### src/rtl/cmpc_defines.svh
// register offsets, field positions, reset values and timing counts for the codec control bank
`ifndef CMPC_DEFINES_SVH
`define CMPC_DEFINES_SVH

// register addresses on the 7-bit control address
`define CMPC_ADDR_DAC_MUTE_CHANNEL_SELECT_A_POWER 7'h02
`define CMPC_ADDR_CHANNEL_SELECT_A_CHANNEL_CONTROL 7'h09
`define CMPC_ADDR_POWER_AND_PORT_CONTROL 7'h0A
`define CMPC_ADDR_ADC_MUTE_CONTROL 7'h0C

// dac_mute_channel_select_a_power fields
`define CMPC_BIT_DAC_GLOBAL_SOFT_MUTE 0
`define CMPC_BIT_CHANNEL_SELECT_A_ALL_CHANNELS 1
`define CMPC_BIT_DAC_GLOBAL_POWERDOWN 2

// channel_select_a_channel_control fields
`define CMPC_LSB_DAC_CHANNEL_SOFT_MUTE 3
`define CMPC_LSB_CHANNEL_SELECT_A 6

// power_and_port_control fields
`define CMPC_BIT_ADC_DISABLE 0
`define CMPC_LSB_DAC_CHANNEL_DISABLE 1
`define CMPC_BIT_REFERENCE_POWERDOWN 4
`define CMPC_BIT_DAC_PORT_MASTER_SELECT 5
`define CMPC_LSB_DAC_CLOCK_RATIO 6

// adc_mute_control fields
`define CMPC_BIT_ADC_RIGHT_MUTE 0
`define CMPC_BIT_ADC_LEFT_MUTE 1
`define CMPC_BIT_ADC_BOTH_MUTE 2

// reset values
`define CMPC_RST_DAC_MUTE_CHANNEL_SELECT_A_POWER 9'h000
`define CMPC_RST_CHANNEL_SELECT_A_CHANNEL_CONTROL 9'h000
`define CMPC_RST_POWER_AND_PORT_CONTROL 9'h080
`define CMPC_RST_ADC_MUTE_CONTROL 9'h000

// filter reinitialisation hold after a powerdown or disable is released
`define CMPC_REINIT_CYCLES 4'h8

// frame length in master clocks for each ratio code
`define CMPC_FRAME_LEN_128 10'h080
`define CMPC_FRAME_LEN_192 10'h0C0
`define CMPC_FRAME_LEN_256 10'h100
`define CMPC_FRAME_LEN_384 10'h180
`define CMPC_FRAME_LEN_512 10'h200
`define CMPC_FRAME_LEN_768 10'h300

// bit clock period in master clocks, 64 bit clocks to each frame
`define CMPC_BIT_LEN_128 4'h2
`define CMPC_BIT_LEN_192 4'h3
`define CMPC_BIT_LEN_256 4'h4
`define CMPC_BIT_LEN_384 4'h6
`define CMPC_BIT_LEN_512 4'h8
`define CMPC_BIT_LEN_768 4'hC

`endif

### src/rtl/cmpc_pkg.sv
// types shared by the codec mute and power control bank
package cmpc_pkg;

   typedef logic [8:0] cmpc_word_t;

   // master-clock to frame-clock ratio codes
   typedef enum logic [2:0] {
      CMPC_RATIO_128 = 3'h0,
      CMPC_RATIO_192 = 3'h1,
      CMPC_RATIO_256 = 3'h2,
      CMPC_RATIO_384 = 3'h3,
      CMPC_RATIO_512 = 3'h4,
      CMPC_RATIO_768 = 3'h5,
      CMPC_RATIO_R6 = 3'h6,
      CMPC_RATIO_R7 = 3'h7
   } cmpc_ratio_e;

   // control register write strobe with address and data
   typedef struct packed {
      logic wr_en;
      logic [6:0] addr;
      cmpc_word_t wr_data;
   } cmpc_ctrl_s;

   // whole state of the block
   typedef struct packed {
      cmpc_word_t dac_mute_channel_select_a_power_reg;
      cmpc_word_t channel_select_a_channel_control_reg;
      cmpc_word_t power_and_port_control_reg;
      cmpc_word_t adc_mute_control_reg;
      logic [2:0][3:0] dac_reinit_cnt;
      logic [3:0] adc_reinit_cnt;
      logic [9:0] frame_cnt;
      logic [3:0] bit_cnt;
      logic frame_clk;
      logic bit_clk;
      cmpc_word_t rd_data;
   } cmpc_state_s;

endpackage

### src/rtl/cmpc_top.sv
// control register bank applying codec mutes, de-emphasis, powerdowns and dac port clocking
`timescale 1ns/10ps
`default_nettype none
`include "cmpc_defines.svh"

// Function
// - global soft mute bit mutes all DACs
// - powerdown mutes abruptly, not by soft ramp
// - ADC right and left mute bits
// - both-mute bit mutes both ADC channels
// - per-channel de-emphasis select bits 8:6
// - de-emphasis-all bit covers every DAC
// - global DAC powerdown overrides channel disables
// - powerdown clears filter history, keeps registers
// - filters reinitialise after global powerdown clears
// - ADC disable holds filters reset, reinit after
// - per-channel DAC disable bits 3:1
// - clearing channel disable reinitialises its filters
// - reference powerdown bit powers down chip references
// - master select makes frame, bit clocks outputs
// - master clocks derived by selected ratio
// - per-channel soft mute bits 5:3
module cmpc_top
(
   input wire logic i_clk,
   input wire logic i_rst,
   input wire cmpc_pkg::cmpc_ctrl_s i_ctrl,
   output logic [8:0] o_rd_data,
   output logic [2:0] o_dac_soft_mute,
   output logic o_dac_abrupt_mute,
   output logic [2:0] o_dac_channel_select_a,
   output logic [2:0] o_dac_power_down,
   output logic [2:0] o_dac_filter_reset,
   output logic o_adc_left_mute,
   output logic o_adc_right_mute,
   output logic o_adc_power_down,
   output logic o_adc_filter_reset,
   output logic o_reference_powerdown,
   input wire logic i_dac_frame_clock,
   output logic o_dac_frame_clock,
   output logic o_dac_frame_clock_oe,
   input wire logic i_dac_bit_clock,
   output logic o_dac_bit_clock,
   output logic o_dac_bit_clock_oe,
   output logic o_frame_clock_in_use,
   output logic o_bit_clock_in_use
);

   cmpc_pkg::cmpc_state_s state_reg;
   cmpc_pkg::cmpc_state_s state_next;

   // decoded control bits
   logic dac_global_soft_mute;
   logic channel_select_a_all_channels;
   logic dac_global_powerdown;
   logic [2:0] dac_channel_soft_mute;
   logic [2:0] channel_select_a;
   logic adc_disable;
   logic [2:0] dac_channel_disable;
   logic reference_powerdown;
   logic dac_port_master_select;
   cmpc_pkg::cmpc_ratio_e dac_clock_ratio;
   logic adc_right_mute;
   logic adc_left_mute;
   logic adc_both_mute;
   logic [2:0] dac_down;
   logic [9:0] frame_len;
   logic [3:0] bit_len;
   logic [3:0] dac_reinit_next [3];
   logic dac_reinit_live [3];
   logic wr_dac_mute_channel_select_a_power;
   logic wr_channel_select_a_channel_control;
   logic wr_power_and_port_control;
   logic wr_adc_mute_control;

   // field extraction from the held registers
   assign dac_global_soft_mute =
      state_reg.dac_mute_channel_select_a_power_reg[`CMPC_BIT_DAC_GLOBAL_SOFT_MUTE];
   assign channel_select_a_all_channels =
      state_reg.dac_mute_channel_select_a_power_reg[`CMPC_BIT_CHANNEL_SELECT_A_ALL_CHANNELS];
   assign dac_global_powerdown =
      state_reg.dac_mute_channel_select_a_power_reg[`CMPC_BIT_DAC_GLOBAL_POWERDOWN];
   assign dac_channel_soft_mute =
      state_reg.channel_select_a_channel_control_reg[`CMPC_LSB_DAC_CHANNEL_SOFT_MUTE +: 3];
   assign channel_select_a =
      state_reg.channel_select_a_channel_control_reg[`CMPC_LSB_CHANNEL_SELECT_A +: 3];
   assign adc_disable =
      state_reg.power_and_port_control_reg[`CMPC_BIT_ADC_DISABLE];
   assign dac_channel_disable =
      state_reg.power_and_port_control_reg[`CMPC_LSB_DAC_CHANNEL_DISABLE +: 3];
   assign reference_powerdown =
      state_reg.power_and_port_control_reg[`CMPC_BIT_REFERENCE_POWERDOWN];
   assign dac_port_master_select =
      state_reg.power_and_port_control_reg[`CMPC_BIT_DAC_PORT_MASTER_SELECT];
   assign dac_clock_ratio = cmpc_pkg::cmpc_ratio_e'(
      state_reg.power_and_port_control_reg[`CMPC_LSB_DAC_CLOCK_RATIO +: 3]);
   assign adc_right_mute = state_reg.adc_mute_control_reg[`CMPC_BIT_ADC_RIGHT_MUTE];
   assign adc_left_mute = state_reg.adc_mute_control_reg[`CMPC_BIT_ADC_LEFT_MUTE];
   assign adc_both_mute = state_reg.adc_mute_control_reg[`CMPC_BIT_ADC_BOTH_MUTE];

   // one strobe per mapped register; writes to any other address fall away unseen
   assign wr_dac_mute_channel_select_a_power =
      i_ctrl.wr_en && i_ctrl.addr == `CMPC_ADDR_DAC_MUTE_CHANNEL_SELECT_A_POWER;
   assign wr_channel_select_a_channel_control =
      i_ctrl.wr_en && i_ctrl.addr == `CMPC_ADDR_CHANNEL_SELECT_A_CHANNEL_CONTROL;
   assign wr_power_and_port_control =
      i_ctrl.wr_en && i_ctrl.addr == `CMPC_ADDR_POWER_AND_PORT_CONTROL;
   assign wr_adc_mute_control =
      i_ctrl.wr_en && i_ctrl.addr == `CMPC_ADDR_ADC_MUTE_CONTROL;

   // global powerdown forces every channel down whatever its own disable says
   assign dac_down = {3{dac_global_powerdown}} | dac_channel_disable;

   // frame and bit lengths in master clocks, looked up per code
   // rather than divided, so no divider is built for a handful of values
   always_comb
   begin
      unique case (dac_clock_ratio)
         cmpc_pkg::CMPC_RATIO_128:
         begin
            frame_len = `CMPC_FRAME_LEN_128;
            bit_len = `CMPC_BIT_LEN_128;
         end
         cmpc_pkg::CMPC_RATIO_192:
         begin
            frame_len = `CMPC_FRAME_LEN_192;
            bit_len = `CMPC_BIT_LEN_192;
         end
         cmpc_pkg::CMPC_RATIO_256:
         begin
            frame_len = `CMPC_FRAME_LEN_256;
            bit_len = `CMPC_BIT_LEN_256;
         end
         cmpc_pkg::CMPC_RATIO_384:
         begin
            frame_len = `CMPC_FRAME_LEN_384;
            bit_len = `CMPC_BIT_LEN_384;
         end
         cmpc_pkg::CMPC_RATIO_512:
         begin
            frame_len = `CMPC_FRAME_LEN_512;
            bit_len = `CMPC_BIT_LEN_512;
         end
         cmpc_pkg::CMPC_RATIO_768:
         begin
            frame_len = `CMPC_FRAME_LEN_768;
            bit_len = `CMPC_BIT_LEN_768;
         end
         // reserved codes fall back to the reset ratio instead of stalling the port
         default:
         begin
            frame_len = `CMPC_FRAME_LEN_256;
            bit_len = `CMPC_BIT_LEN_256;
         end
      endcase
   end

   // one reinit timer per stereo channel, each counting out from its own release
   for (genvar ch = 0; ch < 3; ch++)
   begin : g_dac_channel
      // reload while the channel is down so the window is always full at release
      always_comb
      begin
         if (dac_down[ch])
            dac_reinit_next[ch] = `CMPC_REINIT_CYCLES;
         else if (state_reg.dac_reinit_cnt[ch] != 4'h0)
            dac_reinit_next[ch] = state_reg.dac_reinit_cnt[ch] - 4'h1;
         else
            dac_reinit_next[ch] = 4'h0;
      end
      // window still running after the channel came back up
      assign dac_reinit_live[ch] = state_reg.dac_reinit_cnt[ch] != 4'h0;
   end

   // next-state logic: register writes, reinit timers, clock divider, read mux
   always_comb
   begin
      state_next = state_reg;

      // registers change only on writes; powerdown never touches them
      if (wr_dac_mute_channel_select_a_power)
         state_next.dac_mute_channel_select_a_power_reg = i_ctrl.wr_data;
      if (wr_channel_select_a_channel_control)
         state_next.channel_select_a_channel_control_reg = i_ctrl.wr_data;
      if (wr_power_and_port_control)
         state_next.power_and_port_control_reg = i_ctrl.wr_data;
      if (wr_adc_mute_control)
         state_next.adc_mute_control_reg = i_ctrl.wr_data;

      // per-channel timers come from the channel loop
      state_next.dac_reinit_cnt = {dac_reinit_next[2], dac_reinit_next[1], dac_reinit_next[0]};
      if (adc_disable)
         state_next.adc_reinit_cnt = `CMPC_REINIT_CYCLES;
      else if (state_reg.adc_reinit_cnt != 4'h0)
         state_next.adc_reinit_cnt = state_reg.adc_reinit_cnt - 4'h1;

      // divider stops while not master or powered down, so clocks park low
      if (!dac_port_master_select || dac_global_powerdown)
      begin
         state_next.frame_cnt = 10'h000;
         state_next.bit_cnt = 4'h0;
         state_next.frame_clk = 1'b0;
         state_next.bit_clk = 1'b0;
      end
      else
      begin
         // a ratio change mid-frame wraps cleanly at the new length
         if (state_reg.frame_cnt >= frame_len - 10'h001)
            state_next.frame_cnt = 10'h000;
         else
            state_next.frame_cnt = state_reg.frame_cnt + 10'h001;
         if (state_reg.bit_cnt >= bit_len - 4'h1 || state_next.frame_cnt == 10'h000)
            state_next.bit_cnt = 4'h0;
         else
            state_next.bit_cnt = state_reg.bit_cnt + 4'h1;
         // frame clock high for the first half of the frame
         state_next.frame_clk = state_next.frame_cnt < (frame_len >> 1);
         // bit clock falls at bit start, rises mid-bit so data settles first
         state_next.bit_clk = state_next.bit_cnt >= (bit_len >> 1);
      end

      // read-back of the addressed register; unmapped addresses read zero
      unique case (i_ctrl.addr)
         `CMPC_ADDR_DAC_MUTE_CHANNEL_SELECT_A_POWER:
            state_next.rd_data = state_reg.dac_mute_channel_select_a_power_reg;
         `CMPC_ADDR_CHANNEL_SELECT_A_CHANNEL_CONTROL:
            state_next.rd_data = state_reg.channel_select_a_channel_control_reg;
         `CMPC_ADDR_POWER_AND_PORT_CONTROL:
            state_next.rd_data = state_reg.power_and_port_control_reg;
         `CMPC_ADDR_ADC_MUTE_CONTROL:
            state_next.rd_data = state_reg.adc_mute_control_reg;
         default:
            state_next.rd_data = 9'h000;
      endcase
   end

   // state register
   always_ff @(posedge i_clk or posedge i_rst)
   begin
      if (i_rst)
      begin
         state_reg.dac_mute_channel_select_a_power_reg <= `CMPC_RST_DAC_MUTE_CHANNEL_SELECT_A_POWER;
         state_reg.channel_select_a_channel_control_reg <= `CMPC_RST_CHANNEL_SELECT_A_CHANNEL_CONTROL;
         state_reg.power_and_port_control_reg <= `CMPC_RST_POWER_AND_PORT_CONTROL;
         state_reg.adc_mute_control_reg <= `CMPC_RST_ADC_MUTE_CONTROL;
         state_reg.dac_reinit_cnt <= '0;
         state_reg.adc_reinit_cnt <= 4'h0;
         state_reg.frame_cnt <= 10'h000;
         state_reg.bit_cnt <= 4'h0;
         state_reg.frame_clk <= 1'b0;
         state_reg.bit_clk <= 1'b0;
         state_reg.rd_data <= 9'h000;
      end
      else
      begin
         state_reg <= state_next;
      end
   end

   // dac controls: soft mute ramps in the filters, abrupt mute does not
   assign o_dac_soft_mute = {3{dac_global_soft_mute}} | dac_channel_soft_mute;
   assign o_dac_abrupt_mute = dac_global_powerdown;
   assign o_dac_channel_select_a = {3{channel_select_a_all_channels}} | channel_select_a;
   assign o_dac_power_down = dac_down;

   // filter reset covers the down time itself, so history is gone from the
   // first cycle off, and then the reinit window after release
   assign o_dac_filter_reset = dac_down | {dac_reinit_live[2], dac_reinit_live[1],
                                           dac_reinit_live[0]};

   // adc controls; both-mute overrides the individual bits
   assign o_adc_right_mute = adc_right_mute | adc_both_mute;
   assign o_adc_left_mute = adc_left_mute | adc_both_mute;
   assign o_adc_power_down = adc_disable;
   // filters held in reset for the whole disable, not from the cycle after it
   assign o_adc_filter_reset = adc_disable | (state_reg.adc_reinit_cnt != 4'h0);

   // the host should quiet converters first; this bit acts at once regardless
   assign o_reference_powerdown = reference_powerdown;

   // audio port pins: driven only in master mode, otherwise the source drives them
   assign o_dac_frame_clock = state_reg.frame_clk;
   assign o_dac_bit_clock = state_reg.bit_clk;
   assign o_dac_frame_clock_oe = dac_port_master_select;
   assign o_dac_bit_clock_oe = dac_port_master_select;

   // clock seen by the audio port in either role
   assign o_frame_clock_in_use = dac_port_master_select ? state_reg.frame_clk
                                                        : i_dac_frame_clock;
   assign o_bit_clock_in_use = dac_port_master_select ? state_reg.bit_clk
                                                      : i_dac_bit_clock;

   assign o_rd_data = state_reg.rd_data;

endmodule
`default_nettype wire

### config.mk
export PLATFORM = sky130hd
export DESIGN_NAME = cmpc_top
export DESIGN_NICKNAME = d
export VERILOG_FILES = /design/src/rtl/cmpc_pkg.sv /design/src/rtl/cmpc_top.sv
export VERILOG_INCLUDE_DIRS = /design/src /design/src/rtl
export SDC_FILE = /design/constraint.sdc
export NUM_CORES = 1
export LEC_CHECK = 0
export BUFFER_PORTS_ARGS = -buffer_cell sky130_fd_sc_hd__clkbuf_2
export CAP_MARGIN = 25
export CELL_PAD_IN_SITES_DETAIL_PLACEMENT = 0
export CELL_PAD_IN_SITES_GLOBAL_PLACEMENT = 1
export CORE_UTILIZATION = 46
export CTS_CLUSTER_SIZE = 25
export DETAILED_ROUTE_END_ITERATION = 12
export PLACE_DENSITY = 0.84
export REMOVE_ABC_BUFFERS = 1
export SYNTH_ARGS = -nofsm -noshare
export SYNTH_HDL_FRONTEND = slang
export SYNTH_SLANG_ARGS = --single-unit
### constraint.sdc
create_clock -name i_clk -period 4.4 [get_ports i_clk]
set_clock_uncertainty 0.15 [all_clocks]
set_input_delay 0.88 -clock i_clk [delete_from_list [all_inputs] [get_ports i_clk]]
set_output_delay 0.88 -clock i_clk [all_outputs]
set_load 0.01 [all_outputs]
==> metrics.txt <==
vias in the first global route=2,744; chip width=95.18 um; final wirelength=8154 um; simple logic cell fraction of the synthesized area=16.42%; global-route usage over all layers=19.56%; Post-synth EDFFs=0; Crit path required time=4520 ps; Max clock buf depth=2; proportion of layout cells with a drive suffix above 1=32.61%; Netlist Area Pre-Place=0.003994 mm2; Synth area leaders=dfrtp_1, mux2_2, ha_1, a22oi_1, nor2_1; r2r setup slk=250 ps; antenna-violating nets left=0; period utilization=94.23%; core area=0.008299 mm2; status=complete, no violations; Initial Utilization=48.12%; num ports=54; Worst setup EP type=register; Post-Syn Area per Cell=11.22 um2; Post-CTS Hold Buffers=0; final hold vios=0; CP max FO=7; crit path time final=4146 ps; die area=0.009059 mm2; Final Setup Violations=0; Hold Startpoint=state_reg[29]; Worst-Margin Slew=707.1 ps; Die H=95.18 um; Mapped Cells=356; mux contribution to synthesized area=12.03%; clock buffer count from CTS=9; critical path class=register to register; Primary FF master, synth=dfrtp_1; Compound-Gate Fraction of Synth Area=8.678%; largest net degree at the start of global routing=58; Adder-Cell Fraction of Synth Area=7.143%; H-tree levels=3; Site Rows=33; WP data arrival=4260 ps; Leak=2.307 nW; clk sinks=77; Clk pin slew, worst setup/hold paths=80 ps; hold depth=1; Yosys top cell area share=47.62%; antenna diode count=0; First-pass DRT Iterations=4; max-cap viol count=0; peak supply drop=0.2643 mV; DP Wirelength=5827 um; pwr dens=426.3 mW/mm2; GRT Residual Overflow=0; worst rel slew slack=52.86%; setup TNS=0 ps; pre-CTS WS=209.9 ps; TritonCTS clock tree=yes; RSZ-0062 raised after global routing=false; max FFs per register=45; wire per inst=15.71 um; fillcell total=732; nets@finish=452; max-slew violations=0; drt first-iter violations=87; placer congestion estimate=0.7920; synth warn=0; DRC errors left=0; CTS root buf=clkbuf_8; RR Startpoint=dac_clock_ratio[0]; top cells by count, synth=dfrtp_1, mux2_2, nor2_1, ha_1, nand2_1; P&R area growth vs syn=12.88%; DR vias=2,828; XOR/XNOR Fraction of Synth Area=3.070%; area leader, netlist=dfrtp_1; Reg2Reg Depth=15; Via density=5.449; largest family of logic cells by synthesized area=simple AND/OR/NAND/NOR gates; number of library cell types mapped by synthesis=48; register area share after synthesis=48.28%; final worst-path setup slack=253.8 ps; asr flop ratio synth=100.0%; latest clock arrival within the worst-skew pair=350 ps; FMAX=0.2412 GHz; hold endpoint=state_reg[29]; I/O Buffers=53; capturing point of the worst reg2reg path=o_dac_bit_clock; initial antenna violation count=0; Worst Hold Class=register to register; Synth Register Bits=77; most common cell in the synthesized netlist=dfrtp_1; Worst Setup Start Kind=register; first-pass GRT wire length=13,290 um
## stage by stage
stage          area (um2)  instances  total power, mW  hold WS, ps  util [%]
6_report             4508        519            1.922        306.2     54.32
5_1_grt              4508        519            2.058        340.6     54.32
4_1_cts              4501        518            1.946        309.4     54.23
3_5_place_dp         4302        502            1.398        299.0     51.83
3_3_place_gp         4302        502            1.372        294.4     51.83
2_1_floorplan        3897        343            1.257        269.3         -
## where the power goes
part	switching, mW	internal (mW)
Sequential	0.0828	0.817
Clock	0.262	0.279
Combinational	0.252	0.229
Total	0.596	1.33
## routing by layer
layer,vias to the layer above,track usage (%),share of wire (%)
met5,-,0,0
met4,0,8.965,1.4
met3,10,3.349,4.1
met2,62,31.13,49
met1,1400,25.99,46
li1,1356,-,-
## cells by family after synthesis
family	count (synthesis)
mux	43
simple gates	120
fa+ha+maj	23
compound gates	45
xor+xnor	14
flops	77
buf+inv	34
## what timing repair did
item                       4_1_cts  5_1_grt
hold endpoints to repair         0        0
gates resized for setup          0        0
setup buffers                    0        1
setup endpoints to repair        0        1
## worst max path at each step
stage	start	end	slack, ps	cells after the start
after floorplan	dac_clock_ratio[0]	o_dac_bit_clock	380	15
after global placement	dac_clock_ratio[0]	o_dac_bit_clock	280	15
after detailed placement	dac_clock_ratio[0]	o_dac_bit_clock	210	15
after CTS	dac_clock_ratio[0]	o_dac_bit_clock	190	15
after global routing	dac_clock_ratio[0]	o_dac_bit_clock	60	15
final	dac_clock_ratio[0]	o_dac_bit_clock	250	15
## placed cells by master (no fill, tap or decap), types with 3 or more instances in the layout
| master | netlist | layout |
|---|---|---|
| dfrtp_1 | 76 | 76 |
| clkbuf_2 | 0 | 53 |
| mux2_2 | 40 | 40 |
| nor2_1 | 33 | 33 |
| nand2_1 | 22 | 22 |
| ha_1 | 22 | 22 |
| inv_1 | 21 | 20 |
| a22oi_1 | 18 | 18 |
| clkbuf_8 | 0 | 10 |
| xnor2_1 | 9 | 9 |
| or2_2 | 9 | 9 |
| nor3_1 | 8 | 8 |
| or3_1 | 7 | 7 |
| a21oi_1 | 6 | 6 |
| nand3_1 | 6 | 6 |
| nand2b_1 | 5 | 5 |
| xor2_1 | 5 | 5 |
| nor4_1 | 5 | 5 |
| a21o_1 | 4 | 4 |
| nor3b_1 | 3 | 3 |
| nand3b_1 | 3 | 3 |
| mux2i_1 | 3 | 3 |
| nand4_1 | 3 | 3 |
| a211o_1 | 3 | 3 |
| o21ai_0 | 3 | 3 |
## cell type report
type | count | area [um2] | share of cell area (%)
Tap cell | 105 | 131.4 | 2.914
Timing Repair Buffer | 55 | 280.3 | 6.217
Clock buffer | 11 | 141.4 | 3.136
Multi-Input combinational cell | 245 | 1891 | 41.94
Inverter | 21 | 78.83 | 1.749
Sequential cell | 77 | 1928 | 42.77
Clock inverter | 5 | 57.56 | 1.277
## critical path, stage by stage (launching register included)
cell,delay [ps]
dfrtp_1,370
inv_1,70
or3_1,420
ha_1,350
ha_1,290
and3_1,180
a221o_1,350
o2111ai_4,250
nand2b_4,120
or4_4,510
ha_1,270
nand2b_1,90
a21o_1,100
a21oi_1,50
or3b_2,430
o31ai_1,70
(Power assumes the default switching activity.)
